**src/hw/pscr_cfg.svh**
```systemverilog
`ifndef PSCR_CFG_SVH
`define PSCR_CFG_SVH

// ==========================================================================
// Address map.
`define PSCR_REGION_BASE 32'hffd0_0000
`define PSCR_WIN_SHIFT 14
`define PSCR_WIN_IDX_W 8
`define PSCR_INTC_BASE 32'hffff_f000
`define PSCR_INTC_SHIFT 12
`define PSCR_BANK_BASE 32'hfffe_0000

// ==========================================================================
// Register layout inside the bank window.
`define PSCR_NUM_REGS 4
`define PSCR_IDX_LSB 4
`define PSCR_IDX_MSB 5
`define PSCR_ALIAS_LSB 2
`define PSCR_ALIAS_MSB 3
`define PSCR_PAD_LSB 6
`define PSCR_OFS_SET 2'h0
`define PSCR_OFS_CLR 2'h1
`define PSCR_OFS_VAL 2'h2
`define PSCR_REG_RESET 32'h0000_0000

`endif

```
**src/hw/pscr_pkg.sv**
```systemverilog
package pscr_pkg;

	typedef logic [31:0] pscr_word_t;

	typedef enum logic [1:0] {
		PSCR_ALIAS_SET,
		PSCR_ALIAS_CLR,
		PSCR_ALIAS_VAL,
		PSCR_ALIAS_NONE
	} pscr_alias_t;

endpackage

```
**src/hw/pscr_sc_word.sv**
```systemverilog
`timescale 1ns/100ps
`include "pscr_cfg.svh"

module pscr_sc_word (
	input wire logic clk_sys,
	input wire logic rst,
	input wire logic setEn,
	input wire logic clrEn,
	input wire pscr_pkg::pscr_word_t wrData,
	output pscr_pkg::pscr_word_t value
);
	import pscr_pkg::*;

	pscr_word_t value_q;
	pscr_word_t value_d;

	// ======================================================================
	// Storage.
	always_comb begin
		value_d = value_q;
		if (setEn) begin
			value_d = value_q | wrData;
		end else if (clrEn) begin
			value_d = value_q & ~wrData;
		end
	end

	always_ff @(posedge clk_sys or posedge rst) begin
		if (rst) begin
			value_q <= `PSCR_REG_RESET;
		end else begin
			value_q <= value_d;
		end
	end

	assign value = value_q;

	// ======================================================================
	// Checks.
	set_ones_a: assert property (@(posedge clk_sys) disable iff (rst)
		setEn |=> ((value_q & $past(wrData)) == $past(wrData)))
		else $error("Set alias failed to raise a written one.");

	clr_ones_a: assert property (@(posedge clk_sys) disable iff (rst)
		(clrEn && !setEn) |=> ((value_q & $past(wrData)) == 32'h0000_0000))
		else $error("Clear alias failed to drop a written one.");

	zero_keep_a: assert property (@(posedge clk_sys) disable iff (rst)
		(setEn || clrEn) |=> ((value_q & ~$past(wrData)) == ($past(value_q) & ~$past(wrData))))
		else $error("A bit written with zero changed.");

	idle_hold_a: assert property (@(posedge clk_sys) disable iff (rst)
		(!setEn && !clrEn) |=> $stable(value_q))
		else $error("Word changed without a set or clear write.");

endmodule

```
**src/hw/pscr_regbank.sv**
```systemverilog
// Behaviour
// - A write to a register's set alias raises every bit written as one.
// - A write to a register's clear alias drops every bit written as one.
// - A read at the value alias returns the register's stored value.
// - Set and clear aliases change only bits written with one; no read-modify-write.
// - Bits written with zero at set or clear aliases keep their value.
// - Peripheral windows are 16 Kbyte, all within the top 3 Mbyte.
// - The interrupt controller window is 4 Kbyte instead.
// - Register offsets count upward from the window's lowest address, its base.
// - Data words travel little-endian: bit 0 sits in the lowest byte.

`timescale 1ns/100ps
`include "pscr_cfg.svh"

module pscr_regbank (
	input wire logic clk_sys,
	input wire logic rst,
	input wire logic busSel,
	input wire logic busWrite,
	input wire pscr_pkg::pscr_word_t busAddr,
	input wire pscr_pkg::pscr_word_t busWdata,
	output pscr_pkg::pscr_word_t busRdata,
	output logic busReady,
	output logic busError,
	output logic periphHit,
	output logic [`PSCR_WIN_IDX_W-1:0] periphIdx,
	output logic intcHit,
	output logic [`PSCR_NUM_REGS*32-1:0] regValue
);
	import pscr_pkg::*;

	localparam pscr_word_t RegionBase = `PSCR_REGION_BASE;
	localparam pscr_word_t IntcBase = `PSCR_INTC_BASE;
	localparam pscr_word_t BankBase = `PSCR_BANK_BASE;

	// ======================================================================
	// Address decode.
	pscr_word_t regionOfs;
	logic inRegion;
	logic intcMatch;
	logic bankMatch;
	logic mapped;
	logic [1:0] regIdx;
	pscr_alias_t aliasSel;
	pscr_word_t wordVal [`PSCR_NUM_REGS];

	always_comb begin
		regionOfs = busAddr - RegionBase;
		inRegion = (busAddr >= RegionBase);
		intcMatch = inRegion && (busAddr[31:`PSCR_INTC_SHIFT] == IntcBase[31:`PSCR_INTC_SHIFT]);
		bankMatch = inRegion && !intcMatch
			&& (busAddr[31:`PSCR_WIN_SHIFT] == BankBase[31:`PSCR_WIN_SHIFT]);
		regIdx = busAddr[`PSCR_IDX_MSB:`PSCR_IDX_LSB];
		unique case (busAddr[`PSCR_ALIAS_MSB:`PSCR_ALIAS_LSB])
			`PSCR_OFS_SET: aliasSel = PSCR_ALIAS_SET;
			`PSCR_OFS_CLR: aliasSel = PSCR_ALIAS_CLR;
			`PSCR_OFS_VAL: aliasSel = PSCR_ALIAS_VAL;
			default: aliasSel = PSCR_ALIAS_NONE;
		endcase
		// Misaligned or out-of-layout offsets inside the window are flagged, not silently aliased.
		mapped = bankMatch && (busAddr[`PSCR_WIN_SHIFT-1:`PSCR_PAD_LSB] == '0)
			&& (busAddr[1:0] == 2'h0) && (aliasSel != PSCR_ALIAS_NONE);
	end

	// ======================================================================
	// Register words.
	genvar gi;
	generate
		for (gi = 0; gi < `PSCR_NUM_REGS; gi++) begin : gWord
			logic setEn;
			logic clrEn;
			assign setEn = busSel && busWrite && mapped && (regIdx == 2'(gi)) && (aliasSel == PSCR_ALIAS_SET);
			assign clrEn = busSel && busWrite && mapped && (regIdx == 2'(gi)) && (aliasSel == PSCR_ALIAS_CLR);
			pscr_sc_word uWord (
				.clk_sys(clk_sys),
				.rst(rst),
				.setEn(setEn),
				.clrEn(clrEn),
				.wrData(busWdata),
				.value(wordVal[gi])
			);
			assign regValue[gi*32 +: 32] = wordVal[gi];
		end
	endgenerate

	// ======================================================================
	// Bus answer and decoder outputs.
	pscr_word_t rdata_q;
	pscr_word_t rdata_d;
	logic ready_q;
	logic ready_d;
	logic error_q;
	logic error_d;
	logic periphHit_q;
	logic periphHit_d;
	logic [`PSCR_WIN_IDX_W-1:0] periphIdx_q;
	logic [`PSCR_WIN_IDX_W-1:0] periphIdx_d;
	logic intcHit_q;
	logic intcHit_d;

	always_comb begin
		rdata_d = '0;
		ready_d = busSel && bankMatch;
		error_d = busSel && bankMatch && !mapped;
		// Bytes keep their lanes: byte 0 of the word is bits 7:0, with no swapping.
		if (busSel && !busWrite && mapped && (aliasSel == PSCR_ALIAS_VAL)) begin
			rdata_d = wordVal[regIdx];
		end
		periphHit_d = busSel && inRegion && !intcMatch;
		periphIdx_d = regionOfs[`PSCR_WIN_SHIFT +: `PSCR_WIN_IDX_W];
		intcHit_d = busSel && intcMatch;
	end

	always_ff @(posedge clk_sys or posedge rst) begin
		if (rst) begin
			rdata_q <= '0;
			ready_q <= 1'b0;
			error_q <= 1'b0;
			periphHit_q <= 1'b0;
			periphIdx_q <= '0;
			intcHit_q <= 1'b0;
		end else begin
			rdata_q <= rdata_d;
			ready_q <= ready_d;
			error_q <= error_d;
			periphHit_q <= periphHit_d;
			periphIdx_q <= periphIdx_d;
			intcHit_q <= intcHit_d;
		end
	end

	assign busRdata = rdata_q;
	assign busReady = ready_q;
	assign busError = error_q;
	assign periphHit = periphHit_q;
	assign periphIdx = periphIdx_q;
	assign intcHit = intcHit_q;

	// ======================================================================
	// Checks.
	val_read_a: assert property (@(posedge clk_sys) disable iff (rst)
		(busSel && !busWrite && mapped && aliasSel == PSCR_ALIAS_VAL)
		|=> (busReady && busRdata == $past(wordVal[regIdx])))
		else $error("Value alias read returned wrong data.");

	set_write_a: assert property (@(posedge clk_sys) disable iff (rst)
		(busSel && busWrite && mapped && aliasSel == PSCR_ALIAS_SET && regIdx == 2'h0)
		|=> (regValue[31:0] == ($past(regValue[31:0]) | $past(busWdata))))
		else $error("Set alias write did not OR into register zero.");

	clr_write_a: assert property (@(posedge clk_sys) disable iff (rst)
		(busSel && busWrite && mapped && aliasSel == PSCR_ALIAS_CLR && regIdx == 2'h1)
		|=> (regValue[63:32] == ($past(regValue[63:32]) & ~$past(busWdata))))
		else $error("Clear alias write did not mask register one.");

	val_write_a: assert property (@(posedge clk_sys) disable iff (rst)
		(busSel && busWrite && aliasSel == PSCR_ALIAS_VAL) |=> $stable(regValue))
		else $error("Write to value alias changed a register.");

	win_index_a: assert property (@(posedge clk_sys) disable iff (rst)
		(busSel && busAddr >= RegionBase && !intcMatch)
		|=> (periphHit && periphIdx == 8'(($past(busAddr) - RegionBase) >> 14)))
		else $error("Peripheral window index wrong.");

	intc_window_a: assert property (@(posedge clk_sys) disable iff (rst)
		(busSel && busAddr[31:12] == 20'hfffff) |=> (intcHit && !periphHit))
		else $error("Interrupt controller window not decoded.");

	bank_base_a: assert property (@(posedge clk_sys) disable iff (rst)
		(busSel && !busWrite && busAddr == BankBase + 32'h0000_0008)
		|=> (busReady && !busError && busRdata == $past(regValue[31:0])))
		else $error("Register zero not at base plus value offset.");

	misalign_a: assert property (@(posedge clk_sys) disable iff (rst)
		(busSel && bankMatch && busAddr[1:0] != 2'h0)
		|=> (busReady && busError) ##1 (busReady == $past(busSel && bankMatch)))
		else $error("Misaligned access not answered with a one-cycle error.");

	// A refused access must leave every word alone, so software can probe the map without side effects.
	refuse_keep_a: assert property (@(posedge clk_sys) disable iff (rst)
		(busSel && busWrite && bankMatch && !mapped)
		|=> $stable(regValue))
		else $error("Refused write changed a register.");

	other_keep_a: assert property (@(posedge clk_sys) disable iff (rst)
		(busSel && busWrite && mapped && regIdx == 2'h0)
		|=> $stable(regValue[127:32]))
		else $error("Write to register zero touched another register.");

	set_three_a: assert property (@(posedge clk_sys) disable iff (rst)
		(busSel && busWrite && mapped && aliasSel == PSCR_ALIAS_SET && regIdx == 2'h3)
		|=> (regValue[127:96] == ($past(regValue[127:96]) | $past(busWdata))))
		else $error("Set alias write did not OR into register three.");

	clr_two_a: assert property (@(posedge clk_sys) disable iff (rst)
		(busSel && busWrite && mapped && aliasSel == PSCR_ALIAS_CLR && regIdx == 2'h2)
		|=> (regValue[95:64] == ($past(regValue[95:64]) & ~$past(busWdata))))
		else $error("Clear alias write did not mask register two.");

	rdata_idle_a: assert property (@(posedge clk_sys) disable iff (rst)
		!(busSel && !busWrite && mapped && aliasSel == PSCR_ALIAS_VAL)
		|=> (busRdata == 32'h0000_0000))
		else $error("Read data not zero outside a value read.");

	byte_lane_a: assert property (@(posedge clk_sys) disable iff (rst)
		(busSel && !busWrite && mapped && aliasSel == PSCR_ALIAS_VAL && regIdx == 2'h1)
		|=> (busRdata[7:0] == $past(regValue[39:32])))
		else $error("Lowest byte of a read left its lane.");

	ready_pulse_a: assert property (@(posedge clk_sys) disable iff (rst)
		!(busSel && bankMatch) |=> !busReady)
		else $error("Answer without an access to the bank.");

	error_ready_a: assert property (@(posedge clk_sys) disable iff (rst)
		busError |-> busReady)
		else $error("Error raised without an answer.");

	outside_quiet_a: assert property (@(posedge clk_sys) disable iff (rst)
		(busSel && !inRegion) |=> (!periphHit && !intcHit && !busReady))
		else $error("Access below the peripheral region was decoded.");

	intc_edge_a: assert property (@(posedge clk_sys) disable iff (rst)
		(busSel && busAddr[31:12] == 20'hffffe) |=> (periphHit && !intcHit && periphIdx == 8'hbf))
		else $error("Interrupt controller window reaches below its own 4 Kbyte.");

endmodule

```
**config.mk**
```make
export PLATFORM = sky130hd
export DESIGN_NAME = pscr_regbank
export DESIGN_NICKNAME = d
export VERILOG_FILES = /design/src/hw/pscr_pkg.sv /design/src/hw/pscr_sc_word.sv /design/src/hw/pscr_regbank.sv
export VERILOG_INCLUDE_DIRS = /design/src /design/src/hw
export SDC_FILE = /design/constraint.sdc
export NUM_CORES = 1
export LEC_CHECK = 0
export BUFFER_PORTS_ARGS = -buffer_cell sky130_fd_sc_hd__buf_2
export CAP_MARGIN = 20
export CORE_ASPECT_RATIO = 1.4
export CORE_MARGIN = 1.5
export CORE_UTILIZATION = 48
export DETAILED_ROUTE_END_ITERATION = 6
export PLACE_DENSITY = 0.77
export SYNTH_ARGS = -nofsm -noshare
export SYNTH_HDL_FRONTEND = slang
export SYNTH_SLANG_ARGS = --single-unit
```
**constraint.sdc**
```tcl
create_clock -name clk_sys -period 5 [get_ports clk_sys]
set_input_delay 0.5 -clock clk_sys [delete_from_list [all_inputs] [get_ports clk_sys]]
set_output_delay 0.5 -clock clk_sys [all_outputs]
set_load 0.05 [all_outputs]
```
Yosys cells after proc, flatten, opt, wreduce, memory -nomap -nowiden
Cells that the tools add are included.
{"block": "op_classes", "add_sub_neg": 1, "reduce_logical": 40, "muxes": 13, "eq_ne": 10, "order_cmp": 2, "bitwise": 10}
{"op": "32-bit two-way mux", "n": 11}
{"op": "32-bit AND", "n": 4}
{"op": "32-bit bitwise OR", "n": 4}
{"op": "32-bit binary-select mux with 2-bit select", "n": 1}
{"op": "32-bit greater-or-equal comparator (second input constant)", "n": 1}
{"op": "32-bit NOT", "n": 1}
{"op": "1-bit logical AND", "n": 28}
{"op": "22-bit by 21-bit subtractor with 22-bit output (second input constant)", "n": 1}
{"op": "20-bit equality test (second input constant)", "n": 1}
{"op": "18-bit equality test (second input constant)", "n": 1}
{"op": "2-bit equality test (second input constant)", "n": 4}
{"op": "2-bit zero test", "n": 4}
{"op": "8-bit zero test", "n": 1}
{"op": "2-bit nonzero test", "n": 4}
{"op": "2-bit by 1-bit equality test with 1-bit output (second input constant)", "n": 3}
{"op": "2-bit one-hot mux with 3 select lines", "n": 1}
{"op": "3-bit greater-or-equal comparator (second input constant)", "n": 1}
{"op": "1-bit zero test", "n": 3}
{"op": "2-bit NOT with 3-bit output", "n": 1}
{"op": "2-bit inequality test (second input constant)", "n": 1}
{"block": "word_totals", "word_cells": 86, "inputBits": 68, "reg_bits": 172, "out_inout_bits": 172}

Longest topological paths before layout
Gate-level depths: netlist of run 1.
{"block": "depth", "ltp_word": 13, "ltp_mapped": 9, "mapped_depth_nobuf": 7}

Modules after synthesis
Synthesis of run 1 repeated with hierarchy kept, for this count alone.
{"block": "hier_totals", "cells_unflattened": 591, "area_unflattened_um2": 7516.0}
{"module": "pscr_sc_word", "seq_area_each_um2": 800.8, "area_each_um2": 1253.7, "cells_each": 103, "instances": 4}
{"module": "pscr_regbank", "seq_area_each_um2": 1101.1, "area_each_um2": 2501.1, "cells_each": 179, "instances": 1}

Worst setup path before layout of run 1
Ideal clock, no wire load.
{"block": "synth_timing", "kind": "input port to flip-flop", "from": "in busAddr[9]", "to": "reg with a tool-made name", "path_stages": 7, "required_ns": 4.864, "path_buffers": 2, "setup_ns": 0.136, "arrival_ns": 2.153, "path_slack_ns": 2.711, "cell_sequence": "or4_4 a2111oi_2 buf_2 buf_4 nand3_1 o31ai_1 o41ai_1"}
{"item": "start, declared", "line": "pscr_regbank.sv:20", "rtl": "input wire pscr_pkg::pscr_word_t busAddr,"}

==> results.py, run 1 <==
metrics = {
    "run_status": {
        "status": "finished clean",
    },
    "die": {
        "fp.dieH_um": 165,
        "die_x_um": 119,
        "core-area_mm2": 0.0185,
        "io_pins": 240,
        "die_area_mm2": 0.0196,
        "rows": 59,
        "start_util_pct": 48.7,
    },
    "critical_path": {
        "cp.required_ps": 5260,
        "critical_path.slowest_cell": "nor4_1",
        "end_kind": "flop",
        "crit_start": "busAddr[20]",
        "arrival_ps": 2790,
        "max_stage_delay_ps": 680,
        "path_buf_inv": 2,
        "path_cells": "buf_2, ha_1, nand4_1, nor4_1, nand2_4, buf_12, o31ai_1, o41ai_1",
        "crit_path_start_kind": "input port",
        "worst-setup-path-type": "input port to flop",
        "cpLargestDelayFamily": "simple AND/OR/NAND/NOR gates",
        "cp_max_fo": 256,
    },
    "timing": {
        "hold_viol_final": 0,
        "post-route-period-util_pct": 50.8,
        "period_needed_ps": 2540,
        "finalSetupTns_ps": 0,
        "relSlewSlack_pct": 21.2,
        "fmax_mhz": 394,
        "slew_viol_final": 0,
        "finalSetupViolCount": 0,
        "grt_setup_unrepaired": "no",
        "skew_ps": 9.09,
        "worstMarginPinSlew_ps": 1180,
    },
    "drt": {
        "wl_per_cell_um": 21.0,
        "vias_per_cell": 6.61,
        "vias": 8020,
        "first_iter_violations": 747,
        "wl_um": 25500,
        "ant_nets": 0,
        "drcViolationCount": 0,
        "dr.pass1.iters": 5,
    },
    "synth": {
        "synth_edf_count": 0,
        "ys_seq_area_share_pct": 47.9,
        "netlist_instances": 805,
        "synth_flop_cell": "dfrtp_1",
        "synth_area_mm2": 0.00898,
        "async_flop_share_pct": 100,
        "synth-seq-cells": 172,
        "synth.distinct_cells": 30,
        "synth_warnings": 0,
        "syn-num-nets": 876,
        "syn_avg_cell_area_um2": 11.2,
    },
    "place": {
        "hpwlAfterDp_um": 15100,
        "dp_cells": 1182,
        "io_buffers": 239,
        "gp_congestion": 0.764,
    },
    "layout": {
        "area_delta_synth_final_pct": 19.7,
        "nNetsFinal": 1028,
        "drive_above_1_share_pct": 33.2,
        "fillers": 1599,
        "fin_util_pct": 58.3,
        "final_cells": 1214,
    },
    "cts": {
        "numCtsBuffers": 17,
        "ctsHoldBuffers": 0,
        "cts_buffer_depth": 2,
        "tritoncts": "done",
        "cts.sinks": 172,
        "clk_pin_slew_ps": 60,
        "h-tree-depth": 4,
        "postCtsSetupRepairBufs": 0,
        "clock_latency_ps": 420,
        "cts-resized-gates": 0,
        "cts_root_buf": "clkbuf_16",
    },
    "min_path": {
        "hold_path.startpoint": "busAddr[15]",
        "hp-class": "input port to flop",
    },
    "power_and_ir_drop": {
        "p_leak_nw": 4.73,
        "power_w": 0.00286,
        "power.density_mw_per_mm2": 266,
        "vdd_drop_max_uv": 184,
    },
    "grt": {
        "grt_pass1_wl_um": 39900,
        "grt_start_max_net_pins": 257,
        "grt-busiest-layer": "met2",
        "grt_overflow": 0,
        "track_usage_pct": 25.5,
        "antenna_found_initial": 1,
        "grtUsageMet3_pct": 5.56,
        "met2_usage_pct": 41.7,
        "met1_usage_pct": 32.7,
        "grt_pass1_vias": 7337,
    },
    "flow_run": {
        "cap_violations": 0,
    },
}
[per-stage QoR]
stage,hold WS [ps],instance area [um^2],setup slack (ps)
floorplan,531,8990,2300
global placement,489,10200,2190
detailed placement,506,10200,2150
CTS,192,10800,2580
global route,188,10800,2400
finish,214,10800,2460
[power by group]
| group | switching, W | internal (W) |
|---|---|---|
| clock | 0.000541 | 0.000740 |
| combinational | 0.000139 | 0.0000481 |
| sequential | 0.000000771 | 0.00140 |
[final timing paths]
kind | endpoint | slack (ps) | cells after the start
max | flop | 2460 | 8
min | periphIdx[1] | 210 | 1
max reg2reg | busRdata[9] | 3830 | 2
min reg2reg | flop | 520 | 2
max in group asynchronous | async pin | 3880 | 3
min in group asynchronous | busRdata[15] | 290 | 3
[Yosys cell counts (all sizes together) (2+ instances only)]
cell type	n	area [um^2]
dfrtp	172	4300
o31ai	128	961
o41ai	128	1120
clkbuf	86	323
nand4	67	419
nor2b	65	407
nand3	64	320
buf	33	175
mux4	32	721
inv	4	15.0
ha	3	37.5
nor4	3	25.0
and4	2	17.5
nand2	2	7.51
nor3	2	10.0
nor3b	2	15.0
nor4b	2	17.5
or4	2	18.8
[routing by layer]
| layer | wire [um] | share of wire [%] |
|---|---|---|
| met1 | 10300 | 40 |
| met2 | 12800 | 50 |
| met3 | 1640 | 6.4 |
| met4 | 711 | 2.8 |
| met5 | 0 | 0 |
[placed cells by master, fill, tap and decap left out, types with 2 or more instances in the layout]
cell type	instances
and4_1	2
buf_12	4
buf_2	237
buf_4	11
clkbuf_1	2
clkbuf_16	17
clkbuf_8	4
clkinv_2	2
clkinv_4	2
clkinvlp_4	2
dfrtp_1	172
ha_1	3
inv_1	3
inv_6	2
mux4_2	32
nand3_1	64
nand4_1	67
nor2b_1	65
nor3_1	2
nor4_1	2
nor4b_1	2
o31ai_1	128
o41ai_1	128
[cell type report]
cell class / instances / area, um^2 / share of cell area (%)
antenna: 1 / 2.50 / 0.0233
clock buffer: 23 / 488 / 4.54
clock inverter: 8 / 82.6 / 0.768
inverter: 4 / 18.8 / 0.175
multi-input combinational: 510 / 4210 / 39.1
sequential: 172 / 4300 / 40.0
tap: 244 / 305 / 2.84
timing repair buffer: 252 / 1350 / 12.5
[kinds of logic (layout without fill, tap and decap cells)]
logic type | count (synthesis) | in the layout | synth area share [%]
flip-flops | 172 | 172 | 47.9
AO/OA/AOI/OAI | 259 | 259 | 23.5
multiplexers | 32 | 32 | 8.02
adder cells (fa/ha/maj) | 3 | 3 | 0.418
other | 0 | 1 | 0
buffers and inverters | 123 | 287 | 5.71
AND/OR/NAND/NOR | 216 | 216 | 14.4
No activity file was read; power rests on OpenSTA's default activity.
==> inputs of run 2 (changes only) <==
Clock period 5 ns to 2.2 ns, I/O delays scaled along.
==> run 2 against run 1 <==
Global-route usage is 1.3 points higher. Die area stayed put. Final cell count is 2.9% higher. Worst setup slack worse by 2400 ps. Register-to-register slack worse by 2800 ps.
==> results.py, run 2 (synthesized netlist as in run 1, its figures left out) <==
metrics = {
    "drt": {
        "drcViolationCount": 0,
        "wl_per_cell_um": 21.2,
        "vias_per_cell": 6.61,
        "ant_nets": 0,
        "first_iter_violations": 632,
        "vias": 8253,
        "wl_um": 26400,
        "dr.pass1.iters": 5,
    },
    "layout": {
        "final_common_cell": "buf_2",
        "final_cells": 1249,
        "multiInputGateArea_mm2": 0.00421,
        "mostFrequentLayoutCells": "buf_2, dfrtp_1, o31ai_1, o41ai_1, nand4_1",
        "drive_above_1_share_pct": 34.9,
        "area_delta_synth_final_pct": 24.5,
        "nNetsFinal": 1062,
        "stdcell_area_mm2": 0.0112,
        "seqCellArea_mm2": 0.00430,
        "fillers": 1504,
    },
    "grt": {
        "track_usage_pct": 26.8,
        "antenna_found_initial": 1,
        "grt_overflow": 0,
        "grt_start_max_net_pins": 129,
        "grt_pass1_wl_um": 41700,
        "grt_pass1_vias": 7705,
    },
    "cts": {
        "cts_buffer_depth": 2,
        "numCtsBuffers": 17,
        "h-tree-depth": 4,
        "clk_pin_slew_ps": 70,
        "cts_root_buf": "clkbuf_16",
        "cts.sinks": 172,
        "clock_latency_ps": 420,
        "tritoncts": "done",
    },
    "timing": {
        "finalSetupViolCount": 0,
        "post-route-period-util_pct": 98.5,
        "fmax_mhz": 461,
        "period_needed_ps": 2170,
        "grt_setup_unrepaired": "yes",
        "skew_ps": 8.30,
        "relSlewSlack_pct": 53.1,
        "hold_viol_final": 0,
        "finalSetupTns_ps": 0,
        "worstMarginPinSlew_ps": 704,
        "slew_viol_final": 0,
        "finalWorstSetupSlack_ps": 32.8,
    },
    "die": {
        "io_pins": 240,
        "fp.dieH_um": 165,
        "rows": 59,
        "start_util_pct": 48.7,
        "die_area_mm2": 0.0196,
        "die_x_um": 119,
        "core-area_mm2": 0.0185,
    },
    "power_and_ir_drop": {
        "power.density_mw_per_mm2": 580,
        "power_w": 0.00649,
        "vdd_drop_max_uv": 399,
        "p_leak_nw": 4.94,
    },
    "place": {
        "gp_congestion": 0.771,
        "hpwlAfterDp_um": 16500,
        "io_buffers": 239,
        "pre_cts_ws_ps": -163,
        "dp_cells": 1207,
        "placed_area_mm2": 0.0105,
    },
    "flow_run": {
        "cap_violations": 0,
    },
    "critical_path": {
        "cp_max_fo": 27,
        "worst-setup-path-type": "input port to flop",
        "path_cells": "dlygate4sd3_1, buf_2, nor3_1, and4b_1, a21oi_4, buf_4, o31ai_1, o41ai_1",
        "r2r_cells": 2,
        "arrival_ps": 2450,
        "max_stage_delay_ps": 540,
        "crit_path_start_kind": "input port",
        "cp.required_ps": 2480,
        "crit_start": "busAddr[15]",
        "timing.rr.end": "busRdata[13]",
        "end_kind": "flop",
        "critical_path.slowest_cell": "dlygate4sd3_1",
        "ff2ff_setup_slack_ps": 1020,
    },
    "run_status": {
        "status": "finished clean",
    },
    "min_path": {
        "hp-class": "input port to flop",
    },
}
-- run 2: cell types whose count changed in the layout (fill, tap and decap cells not counted), sizes merged --
cell,change
buf,+26
bufinv,-1
clkbuf,-1
clkinvlp,+2
dlygate4sd3,+8
inv,+1
-- run 2: per-layer routing --
| layer | wire length, um | global-route usage, % | part of all wire (%) |
|---|---|---|---|
| met3 | 1550 | 4.90 | 5.8 |
| met1 | 10700 | 34.4 | 40 |
| met2 | 13400 | 44.5 | 51 |
| met4 | 771 | 12.2 | 2.9 |
| met5 | 0 | 0 | 0 |
-- run 2: worst min-delay path by stage --
| stage | slack, ps | endpoint | cells after the start | start |
|---|---|---|---|---|
| floorplan | 250 | periphIdx[0] | 0 | busAddr[14] |
| global placement | 240 | async pin | 2 | rst |
| detailed placement | 240 | async pin | 2 | rst |
| CTS | 80 | periphHit | 3 | busAddr[28] |
| global route | 100 | periphHit | 3 | busAddr[12] |
| finish | 110 | periphHit | 3 | busAddr[28] |
-- run 2: per-stage QoR --
| stage | hold WS, ps | util, % |
|---|---|---|
| 2_1_floorplan | 251 | - |
| 5_1_grt | 95.4 | 60.6 |
| 3_5_place_dp | 244 | 57.1 |
| 6_report | 105 | 60.6 |
| 3_3_place_gp | 245 | 57.1 |
| 4_1_cts | 80.8 | 60.5 |
-- run 2: critical path, delay by kind of cell --
| family | cells | cell delay [ps] |
|---|---|---|
| and+or+nand+nor | 2 | 690 |
| buffers and inverters | 3 | 940 |
| AOI/OAI and AO/OA | 3 | 580 |
-- run 2: area by class of cell --
cell class,instances,share of cell area [%]
clock buffer,22,4.24
multi-input combinational,510,37.6
clock inverter,10,0.738
antenna,1,0.0224
sequential,172,38.5
tap,244,2.73
inverter,4,0.168
timing repair buffer,286,16.0
-- run 2: what timing repair did --
action	4_1_cts	5_1_grt
hold endpoints to repair	18	0
endpoints found under the setup margin	0	123
hold buffers	8	0
buffers inserted	0	1
gates resized for setup	0	1
-- run 2: power by group --
part	internal (W)	switching (W)
clock network	0.00156	0.00130
registers	0.00317	0.00000152
logic	0.000137	0.000328
total	0.00486	0.00163
==> inputs of run 3 (changes only) <==
Settings changed: REMOVE_ABC_BUFFERS set to 1.
==> run 3 against run 2 <==
Register-to-register slack hardly changed. Hold slack worse by 27 ps. Global-route usage is 0.84 points lower. Largest cell class unchanged. Worst setup slack better by 37 ps. Clock skew hardly changed. Highest routed layer unchanged. Critical path type unchanged. Clock-buffer cell count is 1 higher.
==> results.py, run 3 (synthesized netlist as in run 1, its figures left out) <==
metrics = {
    "die": {
        "core-area_mm2": 0.0185,
        "die_area_mm2": 0.0196,
        "rows": 59,
        "io_pins": 240,
        "start_util_pct": 48.7,
        "fp.dieH_um": 165,
        "die_x_um": 119,
    },
    "layout": {
        "drive_above_1_share_pct": 34.8,
        "final_common_cell": "buf_2",
        "mostFrequentLayoutCells": "buf_2, dfrtp_1, o41ai_1",
        "area_delta_synth_final_pct": 25.1,
        "nNetsFinal": 1058,
        "final_cells": 1245,
    },
    "min_path": {
        "hp-class": "input port to flop",
    },
    "flow_run": {
        "cap_violations": 0,
    },
    "grt": {
        "grt_start_max_net_pins": 137,
        "grt_pass1_vias": 7658,
        "grt_pass1_wl_um": 40500,
        "grt_overflow": 0,
        "track_usage_pct": 26.0,
        "antenna_found_initial": 1,
    },
    "place": {
        "dp_cells": 1203,
        "gp_congestion": 0.783,
        "hpwlAfterDp_um": 16300,
        "io_buffers": 239,
        "pre_cts_ws_ps": -71.9,
    },
    "critical_path": {
        "crit_path_start_kind": "input port",
        "path_cells": "dlygate4sd3_1, buf_2, ha_1, nor4b_2, and4b_1, a21oi_4, buf_12, o31ai_1, o41ai_1",
        "arrival_ps": 2430,
        "cp.required_ps": 2500,
        "critical_path.slowest_cell": "dlygate4sd3_1",
        "max_stage_delay_ps": 540,
        "cp_max_fo": 76,
        "worst-setup-path-type": "input port to flop",
        "end_kind": "flop",
    },
    "timing": {
        "relSlewSlack_pct": 55.6,
        "fmax_mhz": 469,
        "skew_ps": 8.42,
        "finalSetupTns_ps": 0,
        "worstMarginPinSlew_ps": 666,
        "grt_setup_unrepaired": "yes",
        "hold_viol_final": 0,
        "slew_viol_final": 0,
        "post-route-period-util_pct": 96.8,
        "period_needed_ps": 2130,
        "finalWorstSetupSlack_ps": 69.5,
        "finalSetupViolCount": 0,
    },
    "drt": {
        "wl_um": 26000,
        "vias": 8217,
        "drcViolationCount": 0,
        "first_iter_violations": 726,
        "ant_nets": 0,
        "vias_per_cell": 6.60,
        "dr.pass1.iters": 6,
        "wl_per_cell_um": 20.9,
    },
    "cts": {
        "cts.sinks": 172,
        "cts_buffer_depth": 2,
        "cts_root_buf": "clkbuf_16",
        "h-tree-depth": 4,
        "tritoncts": "done",
        "numCtsBuffers": 17,
        "clock_latency_ps": 430,
        "clk_pin_slew_ps": 60,
    },
    "run_status": {
        "status": "finished clean",
    },
    "power_and_ir_drop": {
        "power.density_mw_per_mm2": 584,
        "vdd_drop_max_uv": 356,
        "p_leak_nw": 4.94,
    },
}
run 3: changes by cell type in the layout (fill, tap and decap cells not counted), sizes merged:
cell	delta
diode	+1
buf	-4
clkinv	-1
bufinv	+1
clkinvlp	-2
clkbuf	+1
run 3: area by class of cell:
cell class	count	area, um^2
sequential	172	4300
inverter	4	20.0
fill	1526	7220
clock buffer	23	478
multi-input combinational	510	4230
clock inverter	8	85.1
timing repair buffer	282	1810
tap	244	305
antenna	2	5.00
run 3: metal layers:
layer | global-route usage (%) | part of all wire, % | vias up
li1 | - | - | 3697
met1 | 33.2 | 40 | 4084
met2 | 42.9 | 51 | 362
met3 | 3.94 | 5.8 | 74
met4 | 13.8 | 3.7 | 0
met5 | 0 | 0 | -
run 3: worst max-delay path: cells and delay by family:
family	cells	cell delay, ps
AOI/OAI and AO/OA	3	570
and+or+nand+nor	2	380
adders and majority gates	1	190
buffers and inverters	3	1030
run 3: path summary, 6_finish.rpt:
check | slack (ps) | endpoint | from | depth (start not counted)
max | 70 | flop | busAddr[20] | 9
min | 80 | periphHit | busAddr[28] | 3
max reg2reg | 1020 | busRdata[31] | flop | 2
min reg2reg | 520 | flop | flop | 2
max in group asynchronous | 1090 | async pin | rst | 4
min in group asynchronous | 390 | async pin | rst | 3
run 3: per-stage QoR:
step | instance area [um^2] | hold WS [ps] | utilization (%) | total power, W
floorplan | 8490 | 251 | - | 0.00340
global placement | 10600 | 299 | 57.2 | 0.00369
detailed placement | 10600 | 302 | 57.2 | 0.00370
CTS | 11200 | 60.1 | 60.7 | 0.00660
global route | 11200 | 99.3 | 60.9 | 0.00676
finish | 11200 | 78.7 | 60.9 | 0.00656
run 3: repair_timing:
| item | CTS | global route |
|---|---|---|
| setup buffers | 0 | 1 |
| hold buffers | 8 | 0 |
| hold endpoints to repair | 53 | 0 |
| endpoints found under the setup margin | 0 | 128 |
| gates resized for setup | 0 | 5 |
run 3: report_power, final:
group	internal (W)	total, W	switching, W	leakage (nW)
logic	0.000147	0.000478	0.000331	2.28
clock network	0.00165	0.00291	0.00126	0.270
registers	0.00317	0.00317	0.00000176	2.39
total	0.00497	0.00656	0.00159	4.94
